## src/common/cdx_pkg.sv

```systemverilog
package cdx_pkg;
	// clock and command word geometry
	localparam int CLK_HZ = 25_000_000;
	localparam int CMD_W = 8;
	localparam int RX_N = 4;
	localparam int RELAY_N = 60;
	localparam int PULSE_N = 50;

	// decoder addresses; values are arbitrary
	localparam logic [CMD_W-1:0] ADDR_CH0 = 8'h5A;
	localparam logic [CMD_W-1:0] ADDR_CH1 = 8'hA5;

	// excluded codes
	localparam logic [CMD_W-1:0] CMD_ZEROS = 8'h00;
	localparam logic [CMD_W-1:0] CMD_ONES = 8'hFF;

	// command map: relay pairs, pulses, then specials
	localparam logic [CMD_W-1:0] CMD_RELAY_FIRST = 8'h01;
	localparam logic [CMD_W-1:0] CMD_RELAY_LAST = 8'h78;
	localparam logic [CMD_W-1:0] CMD_PULSE_FIRST = 8'h79;
	localparam logic [CMD_W-1:0] CMD_PULSE_LAST = 8'hAA;
	localparam logic [CMD_W-1:0] CMD_ARM = 8'hAB;
	localparam logic [CMD_W-1:0] CMD_FIRE = 8'hAC;
	localparam logic [CMD_W-1:0] CMD_TLM_MOD_OFF = 8'hAD;
	localparam logic [CMD_W-1:0] CMD_TLM_MOD_ON = 8'hAE;
	localparam logic [CMD_W-1:0] CMD_RANGING_OFF = 8'hAF;

	// timing
	localparam int MEAS_US = 20;
	localparam int MEAS_CYC = (MEAS_US * (CLK_HZ / 1_000_000));
	localparam int FIRE_MIN_MS = 500;
	localparam int FIRE_MIN_CYC = FIRE_MIN_MS * (CLK_HZ / 1000);
	localparam int EXEC_CNT_W = 24;

	// reset values
	localparam logic [1:0] SEL_RST = 2'h0;
	localparam logic TLM_MOD_RST = 1'b1;

	typedef enum logic [1:0] {
		CDX_STANDBY = 2'b00,
		CDX_ADDRESSED = 2'b01,
		CDX_HOLDING = 2'b10,
		CDX_EXECUTING = 2'b11
	} cdx_state_t;
endpackage

```

## src/design/cdx_command_unit.sv

```systemverilog
`timescale 1ns/10ps
// Notes on behaviour
// - each decoder answers only its own address, else returns to standby
// - no tone on sampled receiver: step to next receiver, measure again
// - addressed decoder captures the following command number and holds it
// - held number is placed in the telemetry main-frame command word
// - command acts only on execute tone; held number alone drives nothing
// - execute tone sets one stored bit in a telemetry main-frame word
// - real-time telemetry shows the execute tone for its whole duration
// - both decoder channels merge into one output per command function
// - latching relay outputs, each set by one command, cleared by another
// - momentary pulse outputs asserted only while their command executes
// - at most 254 commands; all-zeros and all-ones codes never valid
// - fire is blocked unless the arm command executed beforehand
// - fire needs an execute tone clearly longer than ordinary tones
// - ranging address tone switches on ranging mode in both receivers
// - holding tone in ranging mode unsquelches receiver path to transmitter
// - holding tone selects the alternative telemetry modulation index
// - commands switch telemetry modulation off and back on
module cdx_command_unit import cdx_pkg::*; #(
	parameter int FIRE_CYC = FIRE_MIN_CYC
) (
	input wire logic clk, // 25 MHz clock
	input wire logic resetn, // async reset, active low
	input wire logic [RX_N-1:0] rx_tone_pin, // tone detected per receiver
	input wire logic exec_tone_pin, // execute tone detected
	input wire logic range_addr_pin, // ranging address tone detected
	input wire logic hold_tone_pin, // 4 kHz holding tone detected
	input wire logic addr_stb, // demodulated address valid
	input wire logic [CMD_W-1:0] addr, // demodulated address
	input wire logic num_stb, // demodulated number valid
	input wire logic [CMD_W-1:0] num, // demodulated command number
	input wire logic tlm_word_taken, // telemetry frame read the exec bit
	output logic [3:0] sampler_sel, // ch1 and ch0 receiver selects
	output logic [CMD_W-1:0] tlm_cmd_word, // main-frame command number word
	output logic tlm_cmd_valid, // main-frame word holds a number
	output logic tlm_exec_bit, // stored evidence of execute tone
	output logic rt_exec_tone, // real-time execute tone indication
	output logic [RELAY_N-1:0] relay_out, // latching relay states
	output logic [PULSE_N-1:0] pulse_out, // momentary command pulses
	output logic armed, // arm command has executed
	output logic fire_out, // fire pulse
	output logic [1:0] ranging_en, // ranging mode, both receivers
	output logic if_unsquelch, // receiver if path to transmitter open
	output logic tlm_mod_alt, // alternative modulation index
	output logic tlm_mod_en // telemetry modulation on
);
	localparam int SYN_W = RX_N + 3;
	logic rst_m;
	logic rst_n;
	logic [SYN_W-1:0] sy1;
	logic [SYN_W-1:0] sy2;
	logic [SYN_W-1:0] sy3;
	logic [SYN_W-1:0] pin_q;
	logic [1:0] ch_valid;
	logic [1:0] ch_active;
	logic [1:0] ch_start;
	logic [1:0] ch_long;
	logic [CMD_W-1:0] ch_num [2];
	logic [1:0] ch_sel [2];
	wire [SYN_W-1:0] pin_raw = {hold_tone_pin, range_addr_pin, exec_tone_pin, rx_tone_pin};
	wire [RX_N-1:0] rx_tone = pin_q[RX_N-1:0];
	wire exec_tone = pin_q[RX_N];
	wire range_tone = pin_q[RX_N+1];
	wire hold_tone = pin_q[RX_N+2];

	// reset release through two flops
	always_ff @(posedge clk or negedge resetn) begin
		if (!resetn) begin
			rst_m <= 1'b0;
			rst_n <= 1'b0;
		end else begin
			rst_m <= 1'b1;
			rst_n <= rst_m;
		end
	end

	// pin synchronisers: a level counts once stages two and three agree
	always_ff @(posedge clk or negedge rst_n) begin
		if (!rst_n) begin
			sy1 <= '0;
			sy2 <= '0;
			sy3 <= '0;
			pin_q <= '0;
		end else begin
			sy1 <= pin_raw;
			sy2 <= sy1;
			sy3 <= sy2;
			pin_q <= (sy2 & sy3) | (pin_q & (sy2 | sy3));
		end
	end

	// two redundant decoders with distinct addresses
	genvar g;
	generate
		for (g = 0; g < 2; g++) begin : gen_ch
			cdx_decoder #(
				.OWN_ADDR(g == 0 ? ADDR_CH0 : ADDR_CH1),
				.FIRE_CYC(FIRE_CYC)
			) u_dec (
				.clk(clk),
				.rst_n(rst_n),
				.rx_tone(rx_tone),
				.addr_stb(addr_stb),
				.addr(addr),
				.num_stb(num_stb),
				.num(num),
				.exec_tone(exec_tone),
				.sel(ch_sel[g]),
				.held_valid(ch_valid[g]),
				.held_num(ch_num[g]),
				.exec_active(ch_active[g]),
				.exec_start(ch_start[g]),
				.exec_long(ch_long[g])
			);
		end
	endgenerate

	// channel merge: the channel holding a number drives the outputs, ch0 when both do
	wire use_ch1 = !ch_valid[0] && ch_valid[1];
	wire [CMD_W-1:0] m_num = use_ch1 ? ch_num[1] : ch_num[0];
	wire m_valid = |ch_valid;
	wire m_active = use_ch1 ? ch_active[1] : ch_active[0];
	wire m_start = use_ch1 ? ch_start[1] : ch_start[0];
	wire m_long = use_ch1 ? ch_long[1] : ch_long[0];

	// command decode of the executing number
	function automatic logic in_range(input logic [CMD_W-1:0] n,
			input logic [CMD_W-1:0] lo, input logic [CMD_W-1:0] hi);
		in_range = (n >= lo) && (n <= hi);
	endfunction
	wire is_relay = in_range(m_num, CMD_RELAY_FIRST, CMD_RELAY_LAST);
	wire is_pulse = in_range(m_num, CMD_PULSE_FIRST, CMD_PULSE_LAST);
	wire [CMD_W-1:0] relay_off = m_num - CMD_RELAY_FIRST;
	wire [CMD_W-1:0] pulse_idx = m_num - CMD_PULSE_FIRST;
	wire relay_set = !relay_off[0]; // odd numbers set, even clear
	wire [CMD_W-1:0] relay_idx = {1'b0, relay_off[CMD_W-1:1]};
	wire do_fire = m_active && (m_num == CMD_FIRE) && m_long && armed;
	wire go = m_start; // one cycle per execution

	// relay outputs hold state until the opposite command of the pair
	generate
		for (g = 0; g < RELAY_N; g++) begin : gen_relay
			always_ff @(posedge clk or negedge rst_n) begin
				if (!rst_n) relay_out[g] <= 1'b0;
				else if (go && is_relay && relay_idx == CMD_W'(g)) relay_out[g] <= relay_set;
			end
		end
		for (g = 0; g < PULSE_N; g++) begin : gen_pulse
			always_ff @(posedge clk or negedge rst_n) begin
				if (!rst_n) pulse_out[g] <= 1'b0;
				else pulse_out[g] <= m_active && is_pulse && pulse_idx == CMD_W'(g);
			end
		end
	endgenerate

	// arm, fire, telemetry modulation and ranging control
	always_ff @(posedge clk or negedge rst_n) begin
		if (!rst_n) begin
			armed <= 1'b0;
			fire_out <= 1'b0;
			tlm_mod_en <= TLM_MOD_RST;
			ranging_en <= 2'h0;
			if_unsquelch <= 1'b0;
			tlm_mod_alt <= 1'b0;
		end else begin
			fire_out <= do_fire;
			// arm is spent once a fire has ended
			if (go && m_num == CMD_ARM) armed <= 1'b1;
			else if (fire_out && !do_fire) armed <= 1'b0;
			if (go && m_num == CMD_TLM_MOD_OFF) tlm_mod_en <= 1'b0;
			else if (go && m_num == CMD_TLM_MOD_ON) tlm_mod_en <= 1'b1;
			if (range_tone) ranging_en <= 2'h3;
			else if (go && m_num == CMD_RANGING_OFF) ranging_en <= 2'h0;
			if_unsquelch <= ranging_en[0] && hold_tone;
			tlm_mod_alt <= hold_tone;
		end
	end

	// telemetry reporting; a new execute beats a same-cycle read clear
	always_ff @(posedge clk or negedge rst_n) begin
		if (!rst_n) begin
			tlm_cmd_word <= CMD_ZEROS;
			tlm_cmd_valid <= 1'b0;
			tlm_exec_bit <= 1'b0;
			rt_exec_tone <= 1'b0;
			sampler_sel <= 4'h0;
		end else begin
			tlm_cmd_word <= m_valid ? m_num : CMD_ZEROS;
			tlm_cmd_valid <= m_valid;
			if (go) tlm_exec_bit <= 1'b1;
			else if (tlm_word_taken) tlm_exec_bit <= 1'b0;
			rt_exec_tone <= exec_tone;
			sampler_sel <= {ch_sel[1], ch_sel[0]};
		end
	end
endmodule

```

## src/design/cdx_decoder.sv

```systemverilog
`timescale 1ns/10ps
module cdx_decoder import cdx_pkg::*; #(
	parameter logic [CMD_W-1:0] OWN_ADDR = ADDR_CH0,
	parameter int FIRE_CYC = FIRE_MIN_CYC
) (
	input wire logic clk, // system clock
	input wire logic rst_n, // synchronised reset
	input wire logic [RX_N-1:0] rx_tone, // tone present per receiver
	input wire logic addr_stb, // address word valid
	input wire logic [CMD_W-1:0] addr, // address word
	input wire logic num_stb, // command number valid
	input wire logic [CMD_W-1:0] num, // command number
	input wire logic exec_tone, // execute tone level
	output logic [1:0] sel, // receiver being sampled
	output logic held_valid, // a command number is held
	output logic [CMD_W-1:0] held_num, // held command number
	output logic exec_active, // execute tone acting on held command
	output logic exec_start, // first cycle of execution
	output logic exec_long // tone long enough for fire
);
	cdx_state_t state;
	cdx_state_t next_state;
	logic [15:0] meas_cnt;
	logic [EXEC_CNT_W-1:0] exec_cnt;
	wire locked = rx_tone[sel];
	wire meas_done = (meas_cnt == 16'(MEAS_CYC - 1));
	wire own_addr = (addr == OWN_ADDR);
	wire num_ok = (num != CMD_ZEROS) && (num != CMD_ONES);
	wire long_hit = (exec_cnt >= EXEC_CNT_W'(FIRE_CYC - 1));

	// sampler steps on when the selected receiver shows no tone
	always_ff @(posedge clk or negedge rst_n) begin
		if (!rst_n) begin
			sel <= SEL_RST;
			meas_cnt <= '0;
		end else if (locked) begin
			meas_cnt <= '0;
		end else if (meas_done) begin
			sel <= sel + 2'h1;
			meas_cnt <= '0;
		end else begin
			meas_cnt <= meas_cnt + 16'h1;
		end
	end

	// losing the tone drops any partial message back to standby
	always_comb begin
		next_state = state;
		if (!locked) begin
			next_state = CDX_STANDBY;
		end else begin
			case (state)
				CDX_STANDBY: begin
					if (addr_stb && own_addr) next_state = CDX_ADDRESSED;
				end
				CDX_ADDRESSED: begin
					if (addr_stb && !own_addr) next_state = CDX_STANDBY;
					else if (num_stb) next_state = num_ok ? CDX_HOLDING : CDX_STANDBY;
				end
				CDX_HOLDING: begin
					if (addr_stb) next_state = own_addr ? CDX_ADDRESSED : CDX_STANDBY;
					else if (exec_tone) next_state = CDX_EXECUTING;
				end
				CDX_EXECUTING: begin
					if (!exec_tone) next_state = CDX_STANDBY;
				end
				default: next_state = CDX_STANDBY;
			endcase
		end
	end

	// number capture and execute-tone length measurement
	always_ff @(posedge clk or negedge rst_n) begin
		if (!rst_n) begin
			state <= CDX_STANDBY;
			held_num <= CMD_ZEROS;
			exec_cnt <= '0;
			exec_start <= 1'b0;
			exec_long <= 1'b0;
		end else begin
			state <= next_state;
			exec_start <= (state == CDX_HOLDING) && (next_state == CDX_EXECUTING);
			if (state == CDX_ADDRESSED && next_state == CDX_HOLDING) held_num <= num;
			if (next_state != CDX_EXECUTING) begin
				exec_cnt <= '0;
				exec_long <= 1'b0;
			end else begin
				if (!long_hit) exec_cnt <= exec_cnt + EXEC_CNT_W'(1);
				exec_long <= long_hit;
			end
		end
	end

	assign held_valid = (state == CDX_HOLDING) || (state == CDX_EXECUTING);
	assign exec_active = (state == CDX_EXECUTING);
endmodule

```

## config.mk

```make
export PLATFORM = sky130hd
export DESIGN_NAME = cdx_command_unit
export DESIGN_NICKNAME = d
export VERILOG_FILES = /design/src/common/cdx_pkg.sv /design/src/design/cdx_command_unit.sv /design/src/design/cdx_decoder.sv
export SDC_FILE = /design/constraint.sdc
export NUM_CORES = 1
export LEC_CHECK = 0
export BUFFER_PORTS_ARGS = -buffer_cell sky130_fd_sc_hd__buf_4
export CELL_PAD_IN_SITES_DETAIL_PLACEMENT = 0
export CELL_PAD_IN_SITES_GLOBAL_PLACEMENT = 1
export CORE_MARGIN = 5
export CORE_UTILIZATION = 45
export DETAILED_ROUTE_END_ITERATION = 8
export GPL_TIMING_DRIVEN = 0
export PLACE_DENSITY = 0.77
export SYNTH_ARGS = -nofsm -noshare
export SYNTH_HDL_FRONTEND = slang
export SYNTH_SLANG_ARGS = --single-unit
```

## constraint.sdc

```tcl
create_clock -name clk -period 14 [get_ports clk]
set_clock_uncertainty 0.05 [all_clocks]
set_input_delay 0.7 -clock clk [delete_from_list [all_inputs] [get_ports clk]]
set_output_delay 0.7 -clock clk [all_outputs]
set_load 0.02 [all_outputs]
```

==> metrics.csv, run 1 <==
stage;metric;value;unit
logic_synthesis;yosysSeqAreaShare;55.5;%
power_and_ir_drop;p_switching;341;uW
logic_synthesis;syn_inst;1063;
worst_hold_path;holdPathStages;1;
outcome;status;finished clean;
logic_synthesis;synth_edf_count;0;
layout;instances_no_fill;1618;
global_routing;use_met1;26.6;%
logic_synthesis;yosysUniqueCellTypes;85;
worst_setup_path;ff2ff_path_depth;13;
power_and_ir_drop;switching_share;21.5;%
global_routing;use_met2;29.5;%
die;io-pin-count;160;
power_and_ir_drop;peakVddDrop;0.0743;mV
die;die-area;0.0303;mm^2
power_and_ir_drop;seqPwrFrac;50.3;%
clock_tree;cts_tree;yes;
global_routing;antenna_found_initial;0;
worst_setup_path;critPathTopFamily;buffers and inverters;
sta;hold_viol_final;0;
global_routing;grt_pass1_vias;9113;
die;die_y;174;um
logic_synthesis;yosysTopAreaCell;dfrtp_1;
sta;fmaxAchievable;236;MHz
clock_tree;numCtsBuffers;29;
layout;nets;1295;
clock_tree;h-tree-depth;1;
worst_setup_path;critPathKind;reg2reg;
global_routing;grt_use_total;18.6;%
global_routing;top_usage_layer;met2;
sta;setup-violations-final;0;
route;drt_iter0_drc;593;
logic_synthesis;syn-num-nets;1100;
layout;final_cell_mix;dfrtp_1, buf_4, nor2_1, nor3_1, mux2_2;
sta;timing.hold.ws;0.209;ns
clock_tree;root_buffer;clkbuf_16;
global_routing;grt_pass1_wl;47700;um
sta;tns;0;ns
power_and_ir_drop;p_int;1250;uW
worst_setup_path;cp.required;14.36;ns
worst_setup_path;cpPeakStageDelay;0.70;ns
worst_hold_path;hold_class;in2reg;
die;placementRows;60;
route;routed-via-count;8823;
logic_synthesis;synth_top_area_share;55.3;%
place;dp.cells;1567;
worst_setup_path;r2r_setup_slack;9.77;ns
clock_tree;cts.sinks;269;
worst_setup_path;path_max_fanout;10;
worst_setup_path;startpoint_type;register;
logic_synthesis;ys_async_sr_fraction;100;%
layout;area.growth.synth_to_final;22.1;%
logic_synthesis;avgSynthCellArea;11.4;um^2
route;first_pass_iters;5;
worst_setup_path;critPathBufInv;5;
layout;layout.cells.most_common;dfrtp_1;
clock_tree;clockBufferDepth;3;
worst_setup_path;crit_end;relay_out[4];
clock_tree;worst_skew_pair.late_latency;0.55;ns
die;chipWidth;174;um
worst_hold_path;hp-start;rx_tone_pin[0];
logic_synthesis;synthesis.area;0.0121;mm^2
power_and_ir_drop;power_frac_clock;46.8;%
worst_setup_path;crit_top_cell;buf_2;
clock_tree;path_clk_slew;0.06;ns
logic_synthesis;synth_area_leaders;dfrtp_1, mux2_2, nor2_1, xnor2_1, nor3_1;
power_and_ir_drop;leakage;0.00661;uW
worst_setup_path;r2r_start;gen_ch[1].u_dec.state[1];
route;antenna_left;0;
logic_synthesis;synth-seq-cells;269;
worst_setup_path;critPathCaptureType;register;
flow_run;cap_violations;0;
global_routing;grt_overflow_total;0;
layout;layout-drive-gt1-share;26.8;%
global_routing;grt_max_degree;70;
worst_setup_path;reg2reg_to;relay_out[4];
global_routing;met3_usage;3.63;%
route;drc;0;
layout;diodes;0;
sta;rsz0062_at_grt;no;
place;portBuffers;159;
route;totalWireLength;28500;um
logic_synthesis;ys_warn_count;0;
worst_setup_path;critical_path_arrival;4.59;ns
worst_setup_path;worstPathCellList;buf_2 -> nand2b_1 -> buf_2 -> buf_2 -> mux2i_1 -> ha_1 -> inv_1 -> a211oi_2 -> xnor2_1 -> a31oi_1 -> buf_2 -> nor3b_1 -> mux2_1;
worst_setup_path;crit_start;gen_ch[1].u_dec.state[1];
logic_synthesis;synthFlopType;dfrtp_1;
clock_tree;cts_resized;0;
worst_setup_path;crit_slowest_cell;a31oi_1;
sta;post-route-period-util;30.2;%
place;dpl.hpwl;20200;um
sta;slew_headroom;42.4;%
route;wl_per_cell;17.6;um
power_and_ir_drop;powerDensity;107;mW/mm^2
worst_setup_path;timing.critical_path.depth;13;
sta;worst_pin_slew;0.859;ns
place;gp_congestion;0.809;
route;via_per_inst;5.45;
power_and_ir_drop;combPwrFrac;2.9;%
sta;fin_crit;4.23;ns
sta;slew_viol_final;0;
die;core_region_area;0.0267;mm^2
die;initial_core_util;45.4;%
[flip-flops by register name (all words and copies together) (netlist names), 2 cells and up]
name	count
sampler_sel	4
sy1	7
gen_ch.u_dec.state	4
sy3	7
gen_ch.u_dec.exec_cnt	48
gen_ch.u_dec.exec_start	2
sy2	7
gen_ch.u_dec.sel	4
tlm_cmd_word	8
gen_ch.u_dec.held_num	16
pin_q	7
gen_ch.u_dec.meas_cnt	32
relay_out	60
pulse_out	50
gen_ch.u_dec.exec_long	2
[worst min path at each step]
stage / endpoint / slack (ns)
after global placement: sy2[4] / 0.28
after floorplan: rst_n / 0.28
after global routing: sy1[0] / 0.18
final: sy1[0] / 0.21
after CTS: sy1[4] / 0.18
after detailed placement: sampler_sel[3] / 0.27
[metal layers]
layer,part of all wire (%),up-vias,wire length [um]
met4,1.9,0,527
met3,5.9,39,1670
li1,-,4217,-
met2,45,212,12900
met1,47,4355,13400
met5,0,-,0
[logic make-up (layout without fill, tap and decap cells)]
family,after synthesis,after routing,synth area share (%)
XOR/XNOR,73,73,5.27
AO/OA/AOI/OAI,109,109,7.05
flip-flops,269,269,55.5
adder cells (fa/ha/maj),16,16,1.51
buffers and inverters,73,287,2.80
multiplexers,91,91,8.74
other,1,1,0.0309
AND/OR/NAND/NOR,431,431,19.1
[per-stage QoR]
stage               area (um^2)  util (%)  power (uW)  setup slack [ns]
CTS                       14800      55.4        1610              9.75
global route              14800      55.4        1650              9.53
floorplan                 12100         -         836              5.90
global placement          13800      51.5         855              2.91
detailed placement        13900      51.9         860              9.80
finish                    14800      55.4        1590              9.77
[layout make-up]
class                      count  area (um^2)
inverter                      16         60.1
sequential                   269         6740
tap                          341          427
buffer                        57          280
clock buffer                  36          802
timing repair buffer         164         1310
fill                        2382        11900
multi-input combinational    721         5060
clock inverter                14          131
[worst register-to-register path, stage by stage (launching register included)]
cell	delay, ns
dfrtp_1	0.35
buf_2	0.16
nand2b_1	0.07
buf_2	0.25
buf_2	0.30
mux2i_1	0.50
ha_1	0.28
inv_1	0.08
a211oi_2	0.31
xnor2_1	0.21
a31oi_1	0.70
buf_2	0.40
nor3b_1	0.10
mux2_1	0.33
[repair_timing]
item                      in CTS  in global routing
hold buffers                   1                  0
setup buffers                  0                  0
hold endpoints to repair       2                  0
[cell usage after synthesis (all sizes together) (4+ instances only)]
| cell | number |
|---|---|
| a2111oi | 5 |
| a211oi | 7 |
| a21oi | 28 |
| a31oi | 8 |
| and2 | 6 |
| and3 | 12 |
| and4 | 7 |
| buf | 29 |
| clkbuf | 28 |
| dfrtp | 268 |
| ha | 9 |
| inv | 16 |
| maj3 | 7 |
| mux2 | 81 |
| mux2i | 8 |
| nand2 | 54 |
| nand2b | 5 |
| nand3 | 43 |
| nand4 | 18 |
| nor2 | 117 |
| nor2b | 5 |
| nor3 | 66 |
| nor3b | 11 |
| nor4 | 38 |
| nor4b | 11 |
| nor4bb | 4 |
| o2111ai | 5 |
| o211ai | 5 |
| o21ai | 22 |
| o31a | 5 |
| or3 | 13 |
| or4 | 7 |
| xnor2 | 49 |
| xor2 | 24 |
[power groups by stage]
stage | registers (uW) | logic [uW] | clock network, uW
2_1_floorplan | 821 | 15.5 | 0
3_3_place_gp | 826 | 29.0 | 0
3_5_place_dp | 813 | 46.8 | 0
4_1_cts | 799 | 47.2 | 764
5_1_grt | 800 | 53.5 | 799
6_report | 799 | 45.4 | 744
(Power assumes the default switching activity.)
==> run 2, diff against run 1 <==
==> constraint.sdc (replaced) <==
create_clock -name clk -period 4.15 [get_ports clk]
set_clock_uncertainty 0.05 [all_clocks]
set_input_delay 0.2075 -clock clk [delete_from_list [all_inputs] [get_ports clk]]
set_output_delay 0.2075 -clock clk [all_outputs]
set_load 0.02 [all_outputs]
==> metrics.csv, run 2 (synthesis gave the netlist of run 1 again) <==
stage;metric;value;unit;change
sta;rsz0062_at_grt;no;;
sta;slew_headroom;43.0;%;+0.52 points
sta;fin_crit;3.92;ns;-0.311 ns
layout;layout-drive-gt1-share;26.4;%;-0.43 points
die;die_y;174;um;unchanged
worst_setup_path;startpoint_type;register;;
flow_run;cap_violations;0;;unchanged
route;wl_per_cell;17.5;um;-0.66%
sta;post-route-period-util;94.4;%;+64 points
die;die-area;0.0303;mm^2;unchanged
worst_setup_path;critPathTopFamily;simple AND/OR/NAND/NOR gates;;
route;drt_iter0_drc;511;;-14%
global_routing;grt_pass1_vias;9048;;-0.71%
layout;top_regs;relay_out (60), pulse_out (50), gen_ch.u_dec.exec_cnt (48);;
route;antenna_left;0;;unchanged
worst_setup_path;path_max_fanout;10;;unchanged
clock_tree;cts.sinks;269;;unchanged
clock_tree;h-tree-depth;1;;unchanged
worst_setup_path;crit_slowest_cell;or4_1;;
worst_setup_path;worstPathCellList;buf_2 -> nand2b_1 -> clkbuf_4 -> buf_4 -> mux2i_4 -> ha_1 -> nor2b_1 -> mux2_4 -> nor4_1 -> or4_1 -> buf_2 -> buf_2 -> nor3_1 -> mux2_2;;
sta;setup-violations-final;0;;unchanged
layout;final_cell_mix;dfrtp_1, buf_4, nor2_1, nor3_1, mux2_2;;
layout;fillers;2358;;-1.0%
global_routing;grt_overflow_total;0;;unchanged
power_and_ir_drop;peakVddDrop;0.260;mV;+250%
route;drc;0;;unchanged
global_routing;antenna_found_initial;0;;unchanged
worst_setup_path;cp.required;4.53;ns;-9.83 ns
power_and_ir_drop;powerDensity;365;mW/mm^2;+240%
die;chipWidth;174;um;unchanged
worst_setup_path;crit_top_cell;buf_2;;
worst_setup_path;critPathBufInv;5;;unchanged
layout;diodes;0;;unchanged
global_routing;grt_pass1_wl;47900;um;+0.42%
layout;area.growth.synth_to_final;24.1;%;
clock_tree;cts_setup_buffers;0;;unchanged
sta;fmaxAchievable;255;MHz;+7.9%
clock_tree;root_buffer;clkbuf_16;;
layout;layout.cells.most_common;dfrtp_1;;
route;first_pass_iters;7;;+2
die;initial_core_util;45.4;%;unchanged
worst_setup_path;cpPeakStageDelay;0.57;ns;-0.13 ns
sta;slew_viol_final;0;;unchanged
place;portBuffers;159;;unchanged
die;core_region_area;0.0267;mm^2;unchanged
place;gp_congestion;0.826;;+2.1%
global_routing;grt_use_total;18.7;%;+0.075 points
route;via_per_inst;5.45;;about the same
power_and_ir_drop;leakage;0.00669;uW;+1.2%
sta;worst_pin_slew;0.852;ns;-0.00749 ns
layout;nets;1311;;+1.2%
worst_setup_path;critPathCaptureType;register;;
layout;largest_register;relay_out;;
route;routed-via-count;8913;;+1.0%
route;totalWireLength;28600;um;+0.39%
clock_tree;clockBufferDepth;3;;unchanged
die;io-pin-count;160;;unchanged
die;placementRows;60;;unchanged
place;dp.cells;1567;;unchanged
sta;hold_viol_final;0;;unchanged
clock_tree;path_clk_slew;0.06;ns;about the same
worst_hold_path;hold_class;in2reg;;
global_routing;grt_max_degree;66;;-5.7%
worst_hold_path;holdPathStages;4;;+3
worst_setup_path;timing.critical_path.depth;14;;+1
clock_tree;cts_tree;yes;;
outcome;status;finished clean;;
layout;largest_reg_flops;60;;unchanged
clock_tree;worst_skew_pair.late_latency;0.56;ns;about the same
worst_setup_path;critPathKind;reg2reg;;
place;dpl.hpwl;20200;um;about the same
clock_tree;numCtsBuffers;29;;unchanged
sta;timing.hold.ws;0.0592;ns;-0.150 ns
worst_setup_path;critical_path_arrival;4.30;ns;-0.29 ns
worst_setup_path;ff2ff_path_depth;14;;+1
layout;instances_no_fill;1635;;+1.1%
run 2: layout make-up:
cell class	count	area (um^2)	area share, %
clock buffer	39	803	5.34
timing repair buffer	181	1480	9.86
tap	341	427	2.83
multi-input combinational	721	5080	33.7
inverter	16	60.1	0.399
sequential	269	6740	44.7
clock inverter	12	181	1.21
buffer	56	284	1.89
run 2: final timing paths:
check                                    startpoint                        to  slack [ns]
max in group asynchronous                     rst_n                tlm_mod_en        2.71
setup / recovery           gen_ch[1].u_dec.state[1]             relay_out[37]        0.23
hold / removal                              num_stb  gen_ch[1].u_dec.state[0]        0.06
min in group asynchronous                     rst_n                    sy3[0]        0.29
hold reg to reg                               rst_n                    sy3[0]        0.29
setup reg to reg           gen_ch[1].u_dec.state[1]             relay_out[37]        0.23
run 2: tightest hold or removal path, cell delays in order:
cell	delay, ns
buf_4	0.10
o22ai_1	0.08
a32oi_1	0.15
nor2b_1	0.08
run 2: where the power goes:
part,switching (uW),internal [uW]
sequential,36.4,2660
clock,1030,1610
combinational,93.0,72.3
run 2: layer usage:
layer | routed length, um | global-route usage (%)
met1 | 13200 | 26.3
met4 | 541 | 4.45
met5 | 0 | 0
met3 | 1620 | 3.76
met2 | 13200 | 30.2
run 2: per-stage QoR:
step / TNS, ns / total power (uW) / cell area, um^2 / util, % / setup slack [ns]
after detailed placement: -0.556 / 2900 / 13900 / 51.9 / -0.0783
after floorplan: 0 / 2820 / 12100 / - / 0.627
after global placement: -0.138 / 2880 / 13800 / 51.5 / -0.0349
after CTS: 0 / 5580 / 15000 / 56.3 / 0.0138
final: 0 / 5490 / 15100 / 56.3 / 0.231
after global routing: 0 / 5710 / 15100 / 56.3 / 0.0176
run 2: repair_timing:
item                       CTS  global route
hold buffers                18             0
pin swaps                    0             0
setup endpoints to repair   25            51
resized for setup            2             7
hold endpoints to repair    26             0
==> run 3, diff against run 2 <==
--- a/config.mk
+++ b/config.mk
@@ -11,7 +11,6 @@
 export CORE_MARGIN = 5
 export CORE_UTILIZATION = 45
 export DETAILED_ROUTE_END_ITERATION = 8
-export GPL_TIMING_DRIVEN = 0
 export PLACE_DENSITY = 0.77
 export SYNTH_ARGS = -nofsm -noshare
 export SYNTH_HDL_FRONTEND = slang
==> metrics.csv, run 3 (synthesis gave the netlist of run 1 again) <==
stage;metric;value;unit;change
route;antenna_left;0;;unchanged
die;die_y;174;um;unchanged
place;dpl.hpwl;19100;um;-5.5%
die;initial_core_util;45.4;%;unchanged
global_routing;grt_use_total;18.3;%;-0.38 points
sta;tns;0;ns;unchanged
layout;nets;1266;;-3.4%
layout;layout-drive-gt1-share;26.0;%;-0.37 points
route;wl_per_cell;17.9;um;+2.3%
global_routing;grt_pass1_wl;47100;um;-1.7%
place;preCtsSetupSlack;0.436;ns;+0.515 ns
sta;hold_viol_final;0;;unchanged
route;drt_iter0_drc;649;;+27%
layout;final_cell_mix;dfrtp_1, buf_4, nor2_1, nor3_1, mux2_2;;
route;met1_length;13300;um;+0.62%
sta;slew_viol_final;0;;unchanged
worst_setup_path;critPathBufInv;0;;-5
worst_hold_path;holdPathStages;4;;unchanged
die;placementRows;60;;unchanged
clock_tree;worst_skew_pair.late_latency;0.53;ns;-0.03 ns
route;routed-via-count;8729;;-2.1%
worst_setup_path;crit_top_cell;nor4_1;;
worst_setup_path;crit_slowest_cell;or4_1;;
die;io-pin-count;160;;unchanged
place;gp_congestion;0.811;;-1.7%
route;totalWireLength;28400;um;-0.68%
worst_hold_path;holdPathEnd;gen_ch[1].u_dec.state[0];;
clock_tree;numCtsBuffers;29;;unchanged
worst_setup_path;reg2reg_to;relay_out[55];;
layout;fillers;2305;;-2.2%
route;via_per_inst;5.50;;+0.83%
route;drc;0;;unchanged
sta;fin_ws;0.442;ns;+0.211 ns
global_routing;grt_pass1_vias;8711;;-3.7%
worst_setup_path;critPathCaptureType;register;;
layout;top_regs;relay_out (60), pulse_out (50), gen_ch.u_dec.exec_cnt (48);;
power_and_ir_drop;seqPwrFrac;50.4;%;+1.3 points
power_and_ir_drop;peakVddDrop;0.259;mV;-0.16%
clock_tree;clockBufferDepth;3;;unchanged
global_routing;antenna_found_initial;0;;unchanged
die;core_region_area;0.0267;mm^2;unchanged
layout;layout.cells.most_common;dfrtp_1;;
sta;setup-violations-final;0;;unchanged
power_and_ir_drop;p_int;4210;uW;-2.9%
worst_setup_path;cp.required;4.52;ns;about the same
worst_setup_path;path_max_fanout;15;;+5
outcome;status;finished clean;;
sta;fmaxAchievable;270;MHz;+5.7%
clock_tree;cts_setup_buffers;0;;unchanged
flow_run;cap_violations;0;;unchanged
worst_hold_path;hp-start;num_stb;;
power_and_ir_drop;powerDensity;363;mW/mm^2;-0.43%
worst_hold_path;hold_class;in2reg;;
clock_tree;cts.sinks;269;;unchanged
worst_setup_path;r2r_start;gen_ch[0].u_dec.state[1];;
power_and_ir_drop;leakage;0.00656;uW;-2.0%
layout;largest_reg_flops;60;;unchanged
global_routing;grt_max_degree;154;;+130%
layout;largest_register;relay_out;;
clock_tree;path_clk_slew;0.06;ns;about the same
worst_setup_path;startpoint_type;register;;
clock_tree;root_buffer;clkbuf_16;;
layout;area.growth.synth_to_final;21.3;%;
worst_setup_path;worstPathCellList;nand2b_1 -> mux2i_1 -> ha_1 -> nor2b_1 -> mux2_4 -> nor4_1 -> or4_1 -> nor4_1 -> mux2_2;;
power_and_ir_drop;power;5350;uW;-2.7%
clock_tree;h-tree-depth;1;;unchanged
layout;postLayoutCoreUtil;55.1;%;-1.3 points
power_and_ir_drop;combPwrFrac;2.9;%;about the same
worst_setup_path;critical_path_arrival;4.08;ns;-0.22 ns
route;met2_length;12900;um;-1.7%
layout;seqCellArea;0.00674;mm^2;unchanged
place;portBuffers;159;;unchanged
worst_setup_path;ff2ff_path_depth;9;;-5
power_and_ir_drop;switching_share;21.2;%;+0.18 points
worst_setup_path;cpPeakStageDelay;0.86;ns;+0.29 ns
power_and_ir_drop;p_switching;1140;uW;-1.8%
layout;diodes;0;;unchanged
route;first_pass_iters;5;;-2
sta;timing.hold.ws;0.0887;ns;+0.0295 ns
worst_setup_path;critPathTopFamily;simple AND/OR/NAND/NOR gates;;
clock_tree;cts_tree;yes;;
clock_tree;cts_resized;0;;-2
die;chipWidth;174;um;unchanged
sta;slew_headroom;25.4;%;-18 points
worst_setup_path;critPathKind;reg2reg;;
sta;rsz0062_at_grt;no;;
layout;multi_input_area;0.00506;mm^2;-0.37%
die;die-area;0.0303;mm^2;unchanged
route;wl_met3;1640;um;+1.3%
sta;fin_crit;3.71;ns;-0.211 ns
sta;worst_pin_slew;1.11;ns;+0.262 ns
route;routed.top_layer;met4;;
global_routing;grt_overflow_total;0;;unchanged
sta;post-route-period-util;89.3;%;-5.1 points
worst_setup_path;r2r_setup_slack;0.44;ns;+0.21 ns
power_and_ir_drop;power_frac_clock;46.7;%;-1.2 points
==> run 3: metrics by stage <==
step	area [um^2]	instances
final	14700	1588
after CTS	14700	1588
after floorplan	12100	1063
after global routing	14700	1588
after global placement	13600	1521
after detailed placement	13600	1521
==> run 3: metal layers <==
metal  vias to the layer above  track usage [%]
met5                         -                0
met4                         0             3.76
met3                        39             3.78
met2                       203             29.1
met1                      4339             26.4
li1                       4148                -
==> run 3: area by class of cell <==
type,instances,area share (%)
flip-flops and latches,269,45.8
well taps,341,2.90
repair buffers,192,10.2
clock inverters,9,0.536
multi-input cells,721,34.4
clock buffers,40,5.82
inverters,16,0.408
==> run 3: worst min-delay path, delay by kind of cell <==
| kind | cells | cell delay (ns) |
|---|---|---|
| AO/OA/AOI/OAI | 2 | 0.23 |
| buffers and inverters | 1 | 0.10 |
| AND/OR/NAND/NOR | 1 | 0.08 |
==> run 3: repair_timing <==
item	4_1_cts	5_1_grt
hold endpoints to repair	26	0
endpoints found under the setup margin	0	0
hold buffers	18	0
==> run 3: power by group through the flow <==
stage / Clock [uW] / Sequential (uW) / Combinational, uW
after CTS: 2560 / 2700 / 160
after detailed placement: 0 / 2740 / 146
after floorplan: 0 / 2770 / 52.3
final: 2500 / 2700 / 155
after global routing: 2680 / 2700 / 177
after global placement: 0 / 2740 / 143
==> run 3: how the worst max path moves through the flow <==
stage                        startpoint       endpoint  cells past startpoint
6_report       gen_ch[0].u_dec.state[1]  relay_out[55]                      9
4_1_cts        gen_ch[0].u_dec.state[1]  relay_out[55]                      9
3_5_place_dp   gen_ch[0].u_dec.state[1]  relay_out[55]                      9
2_1_floorplan  gen_ch[1].u_dec.state[1]  relay_out[49]                     14
3_3_place_gp   gen_ch[0].u_dec.state[1]  relay_out[27]                      9
5_1_grt        gen_ch[0].u_dec.state[1]  relay_out[31]                      9
